$ cat src/biphase_pkg.sv
/*
  Shared constants, types and helpers for the serial audio link that feeds
  a biphase-mark transmitter, used by both the source end and the device end.
  Assumes a single 25 MHz reference clock on both ends.
*/
package biphase_pkg;

    // ------------------------------------------------------------------
    // Types
    // ------------------------------------------------------------------
    typedef enum logic [1:0] {FMT_I2S, FMT_LEFT_JUST, FMT_RIGHT_JUST} format_e;
    typedef enum logic [1:0] {WIDTH_16, WIDTH_18, WIDTH_20, WIDTH_24} width_e;

    // ------------------------------------------------------------------
    // Timing
    // ------------------------------------------------------------------
    localparam int REF_CLK_HZ = 25_000_000;
    localparam int BIT_HALF_CYCLES = 12;
    localparam int FRAME_SLOTS = 64;
    localparam int FRAME_CYCLES = FRAME_SLOTS * 2 * BIT_HALF_CYCLES;
    localparam int OSC_RATIO_HI = 384;
    localparam int OSC_RATIO_LO = 256;
    localparam int OSC_HALF_HI = FRAME_CYCLES / (2 * OSC_RATIO_HI);
    localparam int OSC_HALF_LO = FRAME_CYCLES / (2 * OSC_RATIO_LO);
    localparam int HALF_CELLS_PER_FRAME = 128;
    localparam int OSC_DIV_HI = OSC_RATIO_HI / HALF_CELLS_PER_FRAME;
    localparam int OSC_DIV_LO = OSC_RATIO_LO / HALF_CELLS_PER_FRAME;
    localparam int BLOCK_FRAMES = 192;

    // ------------------------------------------------------------------
    // Slot and field constants
    // ------------------------------------------------------------------
    localparam logic [5:0] SLOT_LAST = 6'h3F;
    localparam logic [5:0] HALF_SLOTS = 6'h20;
    localparam logic [5:0] MAX_WORD_BITS = 6'h18;
    localparam logic [5:0] BITS_16 = 6'h10;
    localparam logic [5:0] BITS_18 = 6'h12;
    localparam logic [5:0] BITS_20 = 6'h14;
    localparam logic [5:0] BITS_24 = 6'h18;
    localparam logic [5:0] I2S_MSB_SLOT = 6'h01;
    localparam logic [5:0] LJ_MSB_SLOT = 6'h00;
    localparam logic [6:0] HALF_CELL_LAST = 7'h7F;
    localparam logic [4:0] PREAMBLE_SLOTS = 5'h04;
    localparam logic [7:0] PRE_BLOCK = 8'hE8;
    localparam logic [7:0] PRE_LEFT = 8'hE2;
    localparam logic [7:0] PRE_RIGHT = 8'hE4;
    localparam int PIN_BCLK = 0;
    localparam int PIN_FS = 1;
    localparam int PIN_DATA = 2;
    localparam int PIN_OSC = 3;
    localparam int PIN_COUNT = 4;

    // ------------------------------------------------------------------
    // Helpers
    // ------------------------------------------------------------------
    function automatic logic [5:0] word_bits(width_e w);
        unique case (w)
            WIDTH_16: word_bits = BITS_16;
            WIDTH_18: word_bits = BITS_18;
            WIDTH_20: word_bits = BITS_20;
            WIDTH_24: word_bits = BITS_24;
        endcase
    endfunction : word_bits

    function automatic logic [5:0] msb_slot(format_e f, width_e w);
        unique case (f)
            FMT_I2S: msb_slot = I2S_MSB_SLOT;
            FMT_LEFT_JUST: msb_slot = LJ_MSB_SLOT;
            FMT_RIGHT_JUST: msb_slot = HALF_SLOTS - word_bits(w);
            default: msb_slot = I2S_MSB_SLOT;
        endcase
    endfunction : msb_slot

    function automatic logic frame_is_left(format_e f, logic fs);
        frame_is_left = (f == FMT_LEFT_JUST || f == FMT_RIGHT_JUST) ? fs : ~fs;
    endfunction : frame_is_left

endpackage : biphase_pkg

$ cat src/audio_link_if.sv
/*
  Serial audio link between the source end and the device end.
  Assumes the bench joins the two modports; all lines are one-way.
*/
interface audio_link_if;
    logic bit_clk;
    logic frame_sync;
    logic serial_sample_data;
    logic oversampling_clock;

    modport source (
        output bit_clk,
        output frame_sync,
        output serial_sample_data,
        output oversampling_clock
    );

    modport device (
        input bit_clk,
        input frame_sync,
        input serial_sample_data,
        input oversampling_clock
    );
endinterface : audio_link_if

$ cat src/biphase_tx_serial_input.sv
/*
  Device end: samples the serial audio link, recovers left and right words,
  divides the oversampling clock to a half-cell tick and sends the pair as
  biphase-mark subframes.
  Assumes link pins are asynchronous to ref_clk and slow enough to be
  oversampled after a two-flop synchroniser.
*/
module biphase_tx_serial_input
    import biphase_pkg::*;
#(
    parameter int BLOCK_LEN = BLOCK_FRAMES
)
(
    input wire logic ref_clk,
    input wire logic rstn,
    audio_link_if.device link,
    input wire format_e format,
    input wire width_e width,
    input wire logic osc_ratio_384,
    output logic [23:0] left_sample,
    output logic [23:0] right_sample,
    output logic sample_valid,
    output logic framing_slip,
    output logic biphase_clk,
    output logic biphase_out
);

    // ------------------------------------------------------------------
    // Pin synchronisers
    // ------------------------------------------------------------------
    wire logic [PIN_COUNT-1:0] pin_raw;
    wire logic [PIN_COUNT-1:0] pin_sync;

    assign pin_raw[PIN_BCLK] = link.bit_clk;
    assign pin_raw[PIN_FS] = link.frame_sync;
    assign pin_raw[PIN_DATA] = link.serial_sample_data;
    assign pin_raw[PIN_OSC] = link.oversampling_clock;

    genvar gi;
    generate
        for (gi = 0; gi < PIN_COUNT; gi++) begin : g_sync
            logic meta_q;
            logic stable_q;
            always_ff @(posedge ref_clk or negedge rstn) begin
                if (!rstn) begin
                    meta_q <= 1'b0;
                    stable_q <= 1'b0;
                end else begin
                    meta_q <= pin_raw[gi];
                    stable_q <= meta_q;
                end
            end
            assign pin_sync[gi] = stable_q;
        end
    endgenerate

    logic bclk_s;
    logic fs_s;
    logic data_s;
    logic osc_s;

    assign bclk_s = pin_sync[PIN_BCLK];
    assign fs_s = pin_sync[PIN_FS];
    assign data_s = pin_sync[PIN_DATA];
    assign osc_s = pin_sync[PIN_OSC];

    // ------------------------------------------------------------------
    // Edge detection
    // ------------------------------------------------------------------
    logic bclk_prev_q;
    logic osc_prev_q;
    logic bclk_rise;
    logic osc_rise;

    always_ff @(posedge ref_clk or negedge rstn) begin
        if (!rstn) begin
            bclk_prev_q <= 1'b0;
            osc_prev_q <= 1'b0;
        end else begin
            bclk_prev_q <= bclk_s;
            osc_prev_q <= osc_s;
        end
    end

    assign bclk_rise = bclk_s && !bclk_prev_q;
    assign osc_rise = osc_s && !osc_prev_q;

    // ------------------------------------------------------------------
    // Slot tracking and word capture
    // ------------------------------------------------------------------
    logic fs_last_q;
    logic [5:0] slot_q;
    logic [23:0] shift_q;
    logic [23:0] left_q;
    logic [23:0] right_q;
    logic valid_q;
    logic slip_q;
    logic edge_now;
    logic [5:0] k_now;
    logic [5:0] first_n;
    logic [5:0] bits_n;
    logic [5:0] k_rel;
    logic in_win;
    logic word_end;
    logic is_left;
    logic [23:0] word_full;

    always_comb begin
        edge_now = fs_s != fs_last_q;
        k_now = edge_now ? 6'h00 : slot_q;
        first_n = msb_slot(format, width);
        bits_n = word_bits(width);
        k_rel = k_now - first_n;
        in_win = (k_now >= first_n) && (k_rel < bits_n);
        word_end = in_win && (k_rel == bits_n - 6'h01);
        is_left = frame_is_left(format, fs_s);
        word_full = {shift_q[22:0], data_s} << (MAX_WORD_BITS - bits_n);
    end

    always_ff @(posedge ref_clk or negedge rstn) begin
        if (!rstn) begin
            fs_last_q <= 1'b0;
            slot_q <= 6'h00;
            slip_q <= 1'b0;
        end else begin
            slip_q <= 1'b0;
            if (bclk_rise) begin
                fs_last_q <= fs_s;
                slot_q <= (k_now == SLOT_LAST) ? k_now : k_now + 6'h01;
                slip_q <= edge_now && (slot_q != HALF_SLOTS);
            end
        end
    end

    always_ff @(posedge ref_clk or negedge rstn) begin
        if (!rstn) begin
            shift_q <= 24'h000000;
        end else if (bclk_rise && in_win) begin
            shift_q <= {shift_q[22:0], data_s};
        end
    end

    always_ff @(posedge ref_clk or negedge rstn) begin
        if (!rstn) begin
            left_q <= 24'h000000;
            right_q <= 24'h000000;
            valid_q <= 1'b0;
        end else begin
            valid_q <= bclk_rise && word_end && !is_left;
            if (bclk_rise && word_end) begin
                if (is_left) begin
                    left_q <= word_full;
                end else begin
                    right_q <= word_full;
                end
            end
        end
    end

    // ------------------------------------------------------------------
    // Biphase clock divider
    // ------------------------------------------------------------------
    localparam logic [1:0] DIV_LAST_HI = 2'(OSC_DIV_HI - 1);
    localparam logic [1:0] DIV_LAST_LO = 2'(OSC_DIV_LO - 1);
    localparam logic [7:0] BLOCK_LAST = 8'(BLOCK_LEN - 1);
    logic [1:0] div_q;
    logic tick;
    logic bclk_out_q;

    assign tick = osc_rise && (div_q == (osc_ratio_384 ? DIV_LAST_HI : DIV_LAST_LO));

    always_ff @(posedge ref_clk or negedge rstn) begin
        if (!rstn) begin
            div_q <= 2'h0;
            bclk_out_q <= 1'b0;
        end else if (osc_rise) begin
            div_q <= tick ? 2'h0 : div_q + 2'h1;
            if (tick) begin
                bclk_out_q <= ~bclk_out_q;
            end
        end
    end

    // ------------------------------------------------------------------
    // Subframe sequencing
    // ------------------------------------------------------------------
    function automatic logic [31:0] build_subframe(logic [23:0] s);
        logic [31:0] v;
        v = {4'h0, s, 4'h0};
        v[31] = ^v[30:4];
        return v;
    endfunction : build_subframe

    logic [6:0] hc_q;
    logic [7:0] block_q;
    logic [23:0] tx_l_q;
    logic [23:0] tx_r_q;

    always_ff @(posedge ref_clk or negedge rstn) begin
        if (!rstn) begin
            hc_q <= 7'h00;
            block_q <= 8'h00;
            tx_l_q <= 24'h000000;
            tx_r_q <= 24'h000000;
        end else if (tick) begin
            hc_q <= hc_q + 7'h01;
            if (hc_q == HALF_CELL_LAST) begin
                block_q <= (block_q == BLOCK_LAST) ? 8'h00 : block_q + 8'h01;
                tx_l_q <= left_q;
                tx_r_q <= right_q;
            end
        end
    end

    // ------------------------------------------------------------------
    // Biphase-mark encoder
    // ------------------------------------------------------------------
    logic line_q;
    logic inv_q;
    logic [4:0] slot5;
    logic half;
    logic [31:0] sub;
    logic [7:0] pat;
    logic inv_now;
    logic level;

    always_comb begin
        slot5 = hc_q[5:1];
        half = hc_q[0];
        sub = hc_q[6] ? build_subframe(tx_r_q) : build_subframe(tx_l_q);
        if (hc_q[6]) begin
            pat = PRE_RIGHT;
        end else if (block_q == 8'h00) begin
            pat = PRE_BLOCK;
        end else begin
            pat = PRE_LEFT;
        end
        inv_now = ((slot5 == 5'h00) && !half) ? line_q : inv_q;
        if (slot5 < PREAMBLE_SLOTS) begin
            level = pat[3'(3'h7 - {slot5[1:0], half})] ^ inv_now;
        end else if (!half) begin
            level = ~line_q;
        end else begin
            level = line_q ^ sub[slot5];
        end
    end

    always_ff @(posedge ref_clk or negedge rstn) begin
        if (!rstn) begin
            line_q <= 1'b0;
            inv_q <= 1'b0;
        end else if (tick) begin
            line_q <= level;
            inv_q <= inv_now;
        end
    end

    assign left_sample = left_q;
    assign right_sample = right_q;
    assign sample_valid = valid_q;
    assign framing_slip = slip_q;
    assign biphase_clk = bclk_out_q;
    assign biphase_out = line_q;

endmodule : biphase_tx_serial_input

$ cat src/flat_wrapper.sv
// flat-port wrapper written by rule: the top's interface ports become plain ports
module biphase_tx_serial_input_flat import biphase_pkg::*;
#(
    parameter int BLOCK_LEN = BLOCK_FRAMES
)
  (ref_clk, rstn, format, width, osc_ratio_384, left_sample, right_sample, sample_valid, framing_slip, biphase_clk, biphase_out, link_bit_clk, link_frame_sync, link_serial_sample_data, link_oversampling_clock);
  audio_link_if link_i ();
  input wire logic ref_clk;
  input wire logic rstn;
  input wire format_e format;
  input wire width_e width;
  input wire logic osc_ratio_384;
  output logic [23:0] left_sample;
  output logic [23:0] right_sample;
  output logic sample_valid;
  output logic framing_slip;
  output logic biphase_clk;
  output logic biphase_out;
  input wire logic [$bits(link_i.bit_clk)-1:0] link_bit_clk;
  input wire logic [$bits(link_i.frame_sync)-1:0] link_frame_sync;
  input wire logic [$bits(link_i.serial_sample_data)-1:0] link_serial_sample_data;
  input wire logic [$bits(link_i.oversampling_clock)-1:0] link_oversampling_clock;
  assign link_i.bit_clk = link_bit_clk;
  assign link_i.frame_sync = link_frame_sync;
  assign link_i.serial_sample_data = link_serial_sample_data;
  assign link_i.oversampling_clock = link_oversampling_clock;
  biphase_tx_serial_input #(.BLOCK_LEN(BLOCK_LEN)) u_core (.ref_clk(ref_clk), .rstn(rstn), .link(link_i), .format(format), .width(width), .osc_ratio_384(osc_ratio_384), .left_sample(left_sample), .right_sample(right_sample), .sample_valid(sample_valid), .framing_slip(framing_slip), .biphase_clk(biphase_clk), .biphase_out(biphase_out));
endmodule
$ cat config.mk
export PLATFORM = sky130hd
export DESIGN_NAME = biphase_tx_serial_input_flat
export DESIGN_NICKNAME = d
export VERILOG_FILES = /design/src/biphase_pkg.sv /design/src/audio_link_if.sv /design/src/biphase_tx_serial_input.sv /design/src/flat_wrapper.sv
export SDC_FILE = /design/constraint.sdc
export NUM_CORES = 1
export LEC_CHECK = 0
export BUFFER_PORTS_ARGS = -buffer_cell sky130_fd_sc_hd__buf_4
export CAP_MARGIN = 0
export CORE_MARGIN = 3
export CORE_UTILIZATION = 55
export CTS_CLUSTER_DIAMETER = 100
export DETAILED_ROUTE_END_ITERATION = 8
export PLACE_DENSITY = 0.79
export REMOVE_ABC_BUFFERS = 1
export SETUP_SLACK_MARGIN = 0.15
export SLEW_MARGIN = 30
export SYNTH_ARGS = -nofsm -noshare
export SYNTH_HDL_FRONTEND = slang
export SYNTH_SLANG_ARGS = --single-unit
$ cat constraint.sdc
create_clock -name ref_clk -period 5.4 [get_ports ref_clk]
set_clock_uncertainty 0.1 [all_clocks]
set_input_delay 1.08 -clock ref_clk [delete_from_list [all_inputs] [get_ports ref_clk]]
set_output_delay 1.08 -clock ref_clk [all_outputs]
set_load 0.05 [all_outputs]
---- After elaboration in Yosys (flattened, before gate mapping) ----
Index checks and enable logic that the tools add are counted.
word-level totals
  output and inout port bits .............. 52
  flip-flop bits (word level) ............. 158
  logic and storage cells ................. 102
  input port bits ......................... 11
operators by class
  reductions and logical operators ........ 24
  equality and inequality tests ........... 12
  bitwise operators ....................... 6
  multiplexer cells ....................... 20
  $add $sub $neg .......................... 9
  shift operators ......................... 1
  $lt $le $gt $ge ......................... 5
operators by type and width
  kind                                                                          number
  27-bit parity                                                                 2
  32-bit two-way mux                                                            1
  6-bit case mux with 4 select lines                                            1
  24-bit by 6-bit left shift with 24-bit output                                 1
  6-bit two-way mux                                                             3
  8-bit two-way mux                                                             2
  6-bit case mux with 2 select lines                                            1
  1-bit logical AND                                                             10
  8-bit by 1-bit adder with 8-bit output, second input constant                 1
  8-bit equality test, second input constant                                    1
  8-bit zero test                                                               1
  2-bit AND reduction                                                           4
  7-bit by 1-bit adder with 7-bit output, second input constant                 1
  7-bit equality test, second input constant                                    1
  1-bit two-way mux                                                             7
  6-bit by 1-bit adder with 6-bit output, second input constant                 1
  2-bit equality test, second input constant                                    3
  6-bit equality test                                                           1
  6-bit equality test, second input constant                                    1
  6-bit >= comparator                                                           1
  5-bit by 6-bit less-than comparator with 1-bit output, second input constant  1
  6-bit less-than comparator                                                    1
  6-bit inequality test, second input constant                                  1
  5-bit by 6-bit subtractor with 6-bit output, first input constant             1
  20 further kinds                                                              29

---- Logic depth before layout (Yosys ltp) ----
Gate-level depths: netlist (run 1).
  depth after elaboration ................. 11
  mapped depth ............................ 21
  gate-level depth less buffers ........... 17

---- Worst setup path after synthesis (run 1) ----
OpenSTA, ideal clock, no wires.
  path type ............................... input -> register
  from .................................... input width[1]
  to ...................................... register u_core.right_q[16] (netlist: u_core.right_sample[16])
  path slack .............................. 0.234 ns
  required time ........................... 5.172 ns
  arrival ................................. 4.938 ns
  setup time .............................. 0.128 ns
  path buffers ............................ 5
  stages .................................. 20
  cell sequence ........................... inv_1 ha_1 buf_2 buf_1 clkbuf_1 nand2_1 ha_1 nor2b_1 o21ai_2 a21boi_1 nor2_1 ha_1 o21a_1 o22ai_1 a22oi_1 nor4b_4 nand4bb_1 buf_2 buf_2 mux2_1
on the way
  word-level cells in the longest chain between the ends .. 11
  elaborated cells between the ends (all ways) .. 19
  classes of those cells .................. 4 x add/sub; 2 x order compare; 4 x eq/ne; 1 x shift; 3 x mux; 5 x reduce/logical
ends and longest elaborated chain
  what                                         line                            source
  start, declared                              flat_wrapper.sv:11              input wire width_e width;
  2-bit equality test (tied with other cells)  biphase_pkg.sv:57               unique case (w)
  6-bit case mux with 4 select lines (*)       biphase_pkg.sv:57
  6-bit two-way mux                            biphase_pkg.sv:66               unique case (f)
  6-bit subtractor                             biphase_pkg.sv:69               FMT_RIGHT_JUST: msb_slot = HALF_SLOTS - word_bits(w);
  6-bit case mux with 2 select lines           biphase_pkg.sv:66
  6-bit subtractor                             biphase_tx_serial_input.sv:113  k_rel = k_now - first_n;
  6-bit less-than comparator                   biphase_tx_serial_input.sv:114  in_win = (k_now >= first_n) && (k_rel < bits_n);
  1-bit logical AND                            biphase_tx_serial_input.sv:114
  1-bit logical AND                            biphase_tx_serial_input.sv:115  word_end = in_win && (k_rel == bits_n - 6'h01);
  1-bit logical AND                            biphase_tx_serial_input.sv:150  if (bclk_rise && word_end) begin
  2-bit AND reduction (no line)                -
  end signal, assigned                         biphase_tx_serial_input.sv:154  right_q <= word_full;
  end, declared                                biphase_tx_serial_input.sv:95   logic [23:0] right_q;
Mark *: on every way between the ends. The rest lies on a longest branch, timed or not. The select of a mux whose other input is x is not followed.
A chain may end at the register's enable or synchronous reset.

---- Final worst setup path (run 1) ----
  from .................................... input format[0]
  to ...................................... register u_core.left_q[10] (netlist: u_core.left_sample[10])
on the way
  word-level cells in the longest chain between the ends .. 8
  elaborated cells between the ends (all ways) .. 13
  classes of those cells .................. 1 x add/sub; 2 x order compare; 3 x eq/ne; 2 x mux; 5 x reduce/logical
ends and longest elaborated chain
  what                                                                                   line                                  source
  start, declared                                                                        flat_wrapper.sv:10                    input wire format_e format;
  2-bit equality test or 2-bit by 1-bit equality test with 1-bit output (tied branches)  biphase_pkg.sv:66, biphase_pkg.sv:75
  6-bit case mux with 2 select lines                                                     biphase_pkg.sv:66
  6-bit subtractor                                                                       biphase_tx_serial_input.sv:113
  6-bit less-than comparator                                                             biphase_tx_serial_input.sv:114
  1-bit logical AND                                                                      biphase_tx_serial_input.sv:114
  1-bit logical AND                                                                      biphase_tx_serial_input.sv:115
  1-bit logical AND                                                                      biphase_tx_serial_input.sv:150
  2-bit AND reduction (no line) (*)                                                      -
  end signal, assigned                                                                   biphase_tx_serial_input.sv:152        left_q <= word_full;
  end, declared                                                                          biphase_tx_serial_input.sv:94         logic [23:0] left_q;
Mark *: on every way between the ends. The rest lies on a longest branch, timed or not.

==> impl_metrics.env, run 1 <==
export IMPL_status="finished clean"
export IMPL_setup_tns_final_ns=0
export IMPL_setup_ws_ns=1.22
export IMPL_r2r_start="u_core.fs_s"
export IMPL_path_class="input pin to register"
export IMPL_ant_nets=0
export IMPL_worst_endpoint_required_ns=5.61
export IMPL_routed_wl_um=18000
export IMPL_firstDrtPassIters=6
export IMPL_holdPathStages=0
export IMPL_drv_cap=0
export IMPL_final_hold_violation_count=0
export IMPL_clk_latency_ns=0.43
export IMPL_ys_top_cells_by_area="dfrtp_1 48%, nand2_1 7.9%, mux2_2 7.0%"
export IMPL_maxSlewHeadroom_pct=51.1
export IMPL_post_drt_wl_per_cell_um=17.1
export IMPL_fin_crit_ns=4.18
export IMPL_period_share_pct=77.4
export IMPL_drt_iter0_drc=402
export IMPL_fmax_mhz=239
export IMPL_ys_seq_elements=158
export IMPL_slew_viol_final=0
export IMPL_dp_hpwl_um=12500
export IMPL_start_util_pct=56.7
export IMPL_area_growth_pct=15.0
export IMPL_via_count=5943
export IMPL_nNetsFinal=883
export IMPL_cts_buffers=17
export IMPL_grt_max_degree=56
export IMPL_synth_top_area_share_pct=47.6
export IMPL_yosysMostFrequentCell="nand2_1"
export IMPL_fp_dieH_um=129
export IMPL_power_density_mw_per_mm2=360
export IMPL_worst_pin_slew_ns=0.734
export IMPL_synth_cell_types=56
export IMPL_cts_buffer_depth=2
export IMPL_yosysWarnings=0
export IMPL_cp_end_kind="register"
export IMPL_synth_area_leader_cell="dfrtp_1"
export IMPL_setup_viol=0
export IMPL_drive_above_1_share_pct=20.1
export IMPL_grt_antenna_before_repair=0
export IMPL_synthArstFlopShare_pct=100
export IMPL_diodes=0
export IMPL_pre_cts_slack_ns=0.814
export IMPL_p_leak_nw=4.72
export IMPL_syn_area_mm2=0.00831
export IMPL_port_buffers=62
export IMPL_critPathMaxFanout=24
export IMPL_setup_worst_path_start="format[0]"
export IMPL_ys_seq_area_share_pct=47.6
export IMPL_grt_overflow_total=0
export IMPL_netlist_instances=801
export IMPL_num_rows=44
export IMPL_grt_pass1_vias=5737
export IMPL_cts_tree="built"
export IMPL_synth_avg_cell_area_um2=10.4
export IMPL_ff2ff_path_depth=14
export IMPL_drc_errors=0
export IMPL_cp_start_kind="input pin"
export IMPL_grt_usage_pct=22.8
export IMPL_fin_util_pct=65.2
export IMPL_synthFlopType="dfrtp_1"
export IMPL_clock_sinks=158
export IMPL_pin_count=63
export IMPL_clkSlewWorstSetupHoldPaths_ns=0.07
export IMPL_dieArea_mm2=0.0166
export IMPL_post_cts_setup_buffers=0
export IMPL_grt_pass1_wl_um=29600
export IMPL_htreeDepth=4
export IMPL_hp_class="register to register"
export IMPL_synth_common_cells="175 x nand2_1, 158 x dfrtp_1, 52 x mux2_2"
export IMPL_gp_congestion=0.876
export IMPL_cts_resized=0
export IMPL_root_buffer="clkbuf_16"
export IMPL_vdd_drop_max_mv=0.246
export IMPL_rsz0062_at_grt="no"
export IMPL_min_delay_start="u_core.g_sync[2].meta_q"
export IMPL_synth_edff_count=0
export IMPL_die_w_um=129
export IMPL_cts_hold_repair_buffers=0
export IMPL_core_area_mm2=0.0146
export IMPL_vias_per_cell=5.65
export IMPL_arrival_ns=4.39
[where the power goes]
part	switching (mW)	total [mW]	internal [mW]	leakage [nW]
clock network	0.484	1.27	0.785	0.302
registers	0.151	1.43	1.28	2.12
logic	0.432	0.741	0.309	2.30
[logic make-up after synthesis]
logic type	after synthesis	share of synthesized area, %
AND/OR/NAND/NOR	285	15.5
flip-flops	158	47.6
buffers and inverters	64	3.21
AO/OA/AOI/OAI	94	7.27
XOR/XNOR	62	6.96
adder cells (fa/ha/maj)	18	2.80
multiplexers	120	16.7
[worst paths after layout]
kind | endpoint | slack (ns)
worst min register to register | u_core.data_s | 0.25
max in group asynchronous | u_core.left_sample[3] | 3.66
worst max register to register | u_core.left_sample[10] | 1.43
min in group asynchronous | u_core.block_q[2] | 0.49
worst max-delay path | u_core.left_sample[10] | 1.22
worst min-delay path | u_core.data_s | 0.25
[registers in the layout, indices dropped and copies added (netlist names)]
signal,flops
u_core.div_q,2
u_core.g_sync.meta_q,4
u_core.tx_r_q,24
u_core.slot_q,6
u_core.hc_q,7
u_core.data_s,1
u_core.framing_slip,1
u_core.right_sample,24
u_core.bclk_prev_q,1
u_core.block_q,8
u_core.g_sync.stable_q,1
u_core.fs_s,1
u_core.inv_q,1
u_core.bclk_s,1
u_core.osc_prev_q,1
u_core.biphase_clk,1
u_core.left_sample,24
u_core.fs_last_q,1
u_core.sample_valid,1
u_core.tx_l_q,24
u_core.biphase_out,1
u_core.shift_q,23
[per-layer routing]
| layer | track usage, % | share of wire [%] |
|---|---|---|
| met4 | 7.72 | 1.7 |
| met3 | 4.90 | 4.4 |
| met5 | 0 | 0 |
| met2 | 35.7 | 48 |
| met1 | 31.9 | 45 |
[through the flow]
stage | instances | cell area (um2) | power, mW | hold slack [ns]
2_1_floorplan | 762 | 8140 | 1.94 | 0.231
3_3_place_gp | 1019 | 8920 | 2.17 | 0.232
3_5_place_dp | 1019 | 8920 | 2.18 | 0.238
4_1_cts | 1051 | 9550 | 3.46 | 0.252
5_1_grt | 1051 | 9550 | 3.59 | 0.256
6_report | 1051 | 9550 | 3.44 | 0.249
[placed cells by master, fill, tap and decap left out, drive strengths merged, types with 4 or more instances in the layout]
master,n
a21oi,23
mux2i,33
dfrtp,158
nand2b,8
a22oi,4
ha,17
xor2,8
nand3b,6
nand2,175
nand3,10
and2,10
a31oi,4
inv,25
clkinv,7
mux2,80
mux4,7
nor3,5
and3,4
o21ai,29
nor2b,14
bufinv,4
clkbuf,18
a221oi,9
buf,73
a211oi,8
nor2,40
xnor2,52
[worst max-delay path: stages]
cell and delay (ns):
buf_4 0.07, inv_1 0.03, ha_1 0.32, nor2b_1 0.24, nand2_1 0.13, ha_1 0.30, nor2b_1 0.14, o21ai_2 0.12
a21boi_1 0.09, nor2_1 0.17, ha_1 0.25, o21a_1 0.10, o22ai_1 0.15, a22oi_1 0.12, nor4b_4 0.29, nand4b_2 0.12
buf_4 0.28, mux2_1 0.37
[cell type report]
type / count / area (um2)
flip-flops and latches: 158 / 3950
clock inverters: 14 / 193
multi-input cells: 579 / 4090
clock buffers: 18 / 439
inverters: 25 / 93.8
fillers: 1143 / 5090
repair buffers: 73 / 552
well taps: 184 / 230
(Power assumes the default switching activity.)
==> run 2, diff against run 1 <==
==> constraint.sdc (replaced) <==
create_clock -name ref_clk -period 4.2 [get_ports ref_clk]
set_clock_uncertainty 0.1 [all_clocks]
set_input_delay 0.84 -clock ref_clk [delete_from_list [all_inputs] [get_ports ref_clk]]
set_output_delay 0.84 -clock ref_clk [all_outputs]
set_load 0.05 [all_outputs]
==> run 2 against run 1 <==
Effect of this change: sequential power grew 28%; cell count grew 0.29%; non-clock buffer count grew 4; global-route usage shrank 0.22 points; clock power grew 25%; register-to-register slack lost 1.1 ns; flip-flop and latch count is the same; setup slack lost 0.90 ns.
==> impl_metrics.env, run 2 (synthesized netlist as in run 1, its figures left out) <==
export IMPL_status="finished clean"
export IMPL_path_class="input pin to register"
export IMPL_drt_iter0_drc=441
export IMPL_nNetsFinal=887
export IMPL_grt_pass1_wl_um=29300
export IMPL_worst_pin_slew_ns=0.823
export IMPL_cts_buffers=17
export IMPL_period_share_pct=92.3
export IMPL_clock_power_share_pct=36.1
export IMPL_routed_wl_um=18000
export IMPL_vdd_drop_max_mv=0.426
export IMPL_port_buffers=62
export IMPL_pre_cts_slack_ns=-0.150
export IMPL_maxSlewHeadroom_pct=45.1
export IMPL_worst_endpoint_required_ns=4.40
export IMPL_clkSlewWorstSetupHoldPaths_ns=0.06
export IMPL_drive_above_1_share_pct=20.6
export IMPL_rsz0062_at_grt="no"
export IMPL_fin_crit_ns=3.88
export IMPL_dp_hpwl_um=12700
export IMPL_arrival_ns=4.07
export IMPL_cts_hold_repair_buffers=0
export IMPL_ant_nets=0
export IMPL_dieArea_mm2=0.0166
export IMPL_combPwrFrac_pct=22.3
export IMPL_critPathMaxFanout=25
export IMPL_cts_tree="built"
export IMPL_power_density_mw_per_mm2=459
export IMPL_firstDrtPassIters=5
export IMPL_p_switching_mw=1.35
export IMPL_final_cell_mix="175 x nand2_1, 157 x dfrtp_1, 73 x buf_4"
export IMPL_drc_errors=0
export IMPL_core_area_mm2=0.0146
export IMPL_drv_cap=0
export IMPL_grt_pass1_vias=5779
export IMPL_setup_ws_ns=0.323
export IMPL_gp_congestion=0.849
export IMPL_slew_viol_final=0
export IMPL_fp_dieH_um=129
export IMPL_cp_start_kind="input pin"
export IMPL_root_buffer="clkbuf_16"
export IMPL_fin_area_mm2=0.00961
export IMPL_cts_buffer_depth=2
export IMPL_pin_count=63
export IMPL_dp_cells=1022
export IMPL_via_count=5995
export IMPL_fmax_mhz=258
export IMPL_die_w_um=129
export IMPL_grt_overflow_total=0
export IMPL_setup_viol=0
export IMPL_num_rows=44
export IMPL_p_leak_nw=4.76
export IMPL_p_int_mw=3.06
export IMPL_p_seq_share_pct=41.6
export IMPL_hp_class="register to register"
export IMPL_clock_sinks=158
export IMPL_grt_max_degree=91
export IMPL_grt_antenna_before_repair=0
export IMPL_final_hold_violation_count=0
export IMPL_vias_per_cell=5.69
export IMPL_cp_end_kind="register"
export IMPL_swShare_pct=30.6
export IMPL_final_cell_count_no_fill=1054
export IMPL_start_util_pct=56.7
export IMPL_layout_commonest_cell="nand2_1"
export IMPL_area_growth_pct=15.7
export IMPL_placed_area_mm2=0.00897
export IMPL_htreeDepth=4
export IMPL_clk_latency_ns=0.42
export IMPL_diodes=0
export IMPL_setup_tns_final_ns=0
export IMPL_post_drt_wl_per_cell_um=17.1
export IMPL_grt_usage_pct=22.6
run 2: power by group through the flow:
| stage | Clock [mW] | Combinational (mW) | Sequential (mW) |
|---|---|---|---|
| 6_report | 1.59 | 0.983 | 1.83 |
| 5_1_grt | 1.68 | 1.07 | 1.86 |
| 4_1_cts | 1.61 | 0.979 | 1.83 |
| 3_5_place_dp | 0 | 0.967 | 1.86 |
| 3_3_place_gp | 0 | 0.944 | 1.85 |
| 2_1_floorplan | 0 | 0.541 | 1.96 |
run 2: path summary, 6_finish.rpt:
check | slack, ns | start | cells after the start | endpoint
worst max-delay path | 0.32 | format[0] | 18 | u_core.right_sample[5]
worst min-delay path | 0.25 | u_core.g_sync[2].meta_q | 0 | u_core.data_s
worst max register to register | 0.35 | u_core.fs_s | 14 | u_core.right_sample[5]
worst min register to register | 0.25 | u_core.g_sync[2].meta_q | 0 | u_core.data_s
max in group asynchronous | 2.79 | rstn | 2 | u_core.tx_r_q[23]
min in group asynchronous | 0.39 | rstn | 1 | u_core.block_q[3]
run 2: layout make-up:
type / count / area, um2
clock buffer: 19 / 443
clock inverter: 12 / 169
fill: 1121 / 5030
inverter: 25 / 93.8
multi-input combinational: 579 / 4110
sequential: 158 / 3960
tap: 184 / 230
timing repair buffer: 77 / 611
run 2: timing repair:
action | 4_1_cts | 5_1_grt
endpoints found under the setup margin | 0 | 69
endpoints found under the hold margin | 0 | 0
setup buffers | 0 | 1
resized for setup | 0 | 4
run 2: through the flow:
step	hold slack, ns	utilization (%)	power, mW
2_1_floorplan	0.231	-	2.50
3_3_place_gp	0.235	61.2	2.80
3_5_place_dp	0.235	61.3	2.82
4_1_cts	0.248	65.4	4.42
5_1_grt	0.266	65.7	4.61
6_report	0.248	65.7	4.41
run 2: critical path: stages:
cell       delay, ns
buf_4           0.08
inv_1           0.03
ha_1            0.33
nor2b_2         0.18
nand2_1         0.10
ha_1            0.29
nor2b_1         0.17
o21ai_2         0.07
a21boi_1        0.19
nor2_1          0.09
ha_1            0.29
o21a_1          0.11
o22ai_1         0.14
a22oi_1         0.12
nor4b_4         0.29
nand4bb_1       0.17
buf_6           0.23
mux2_1          0.34
run 2: per-layer routing:
metal / global-route usage (%) / up-vias / wire length, um
met2: 36.1 / 160 / 8800
li1: - / 2851 / -
met3: 5.19 / 23 / 949
met5: 0 / - / 0
met1: 31.0 / 2961 / 7960
met4: 6.98 / 0 / 287
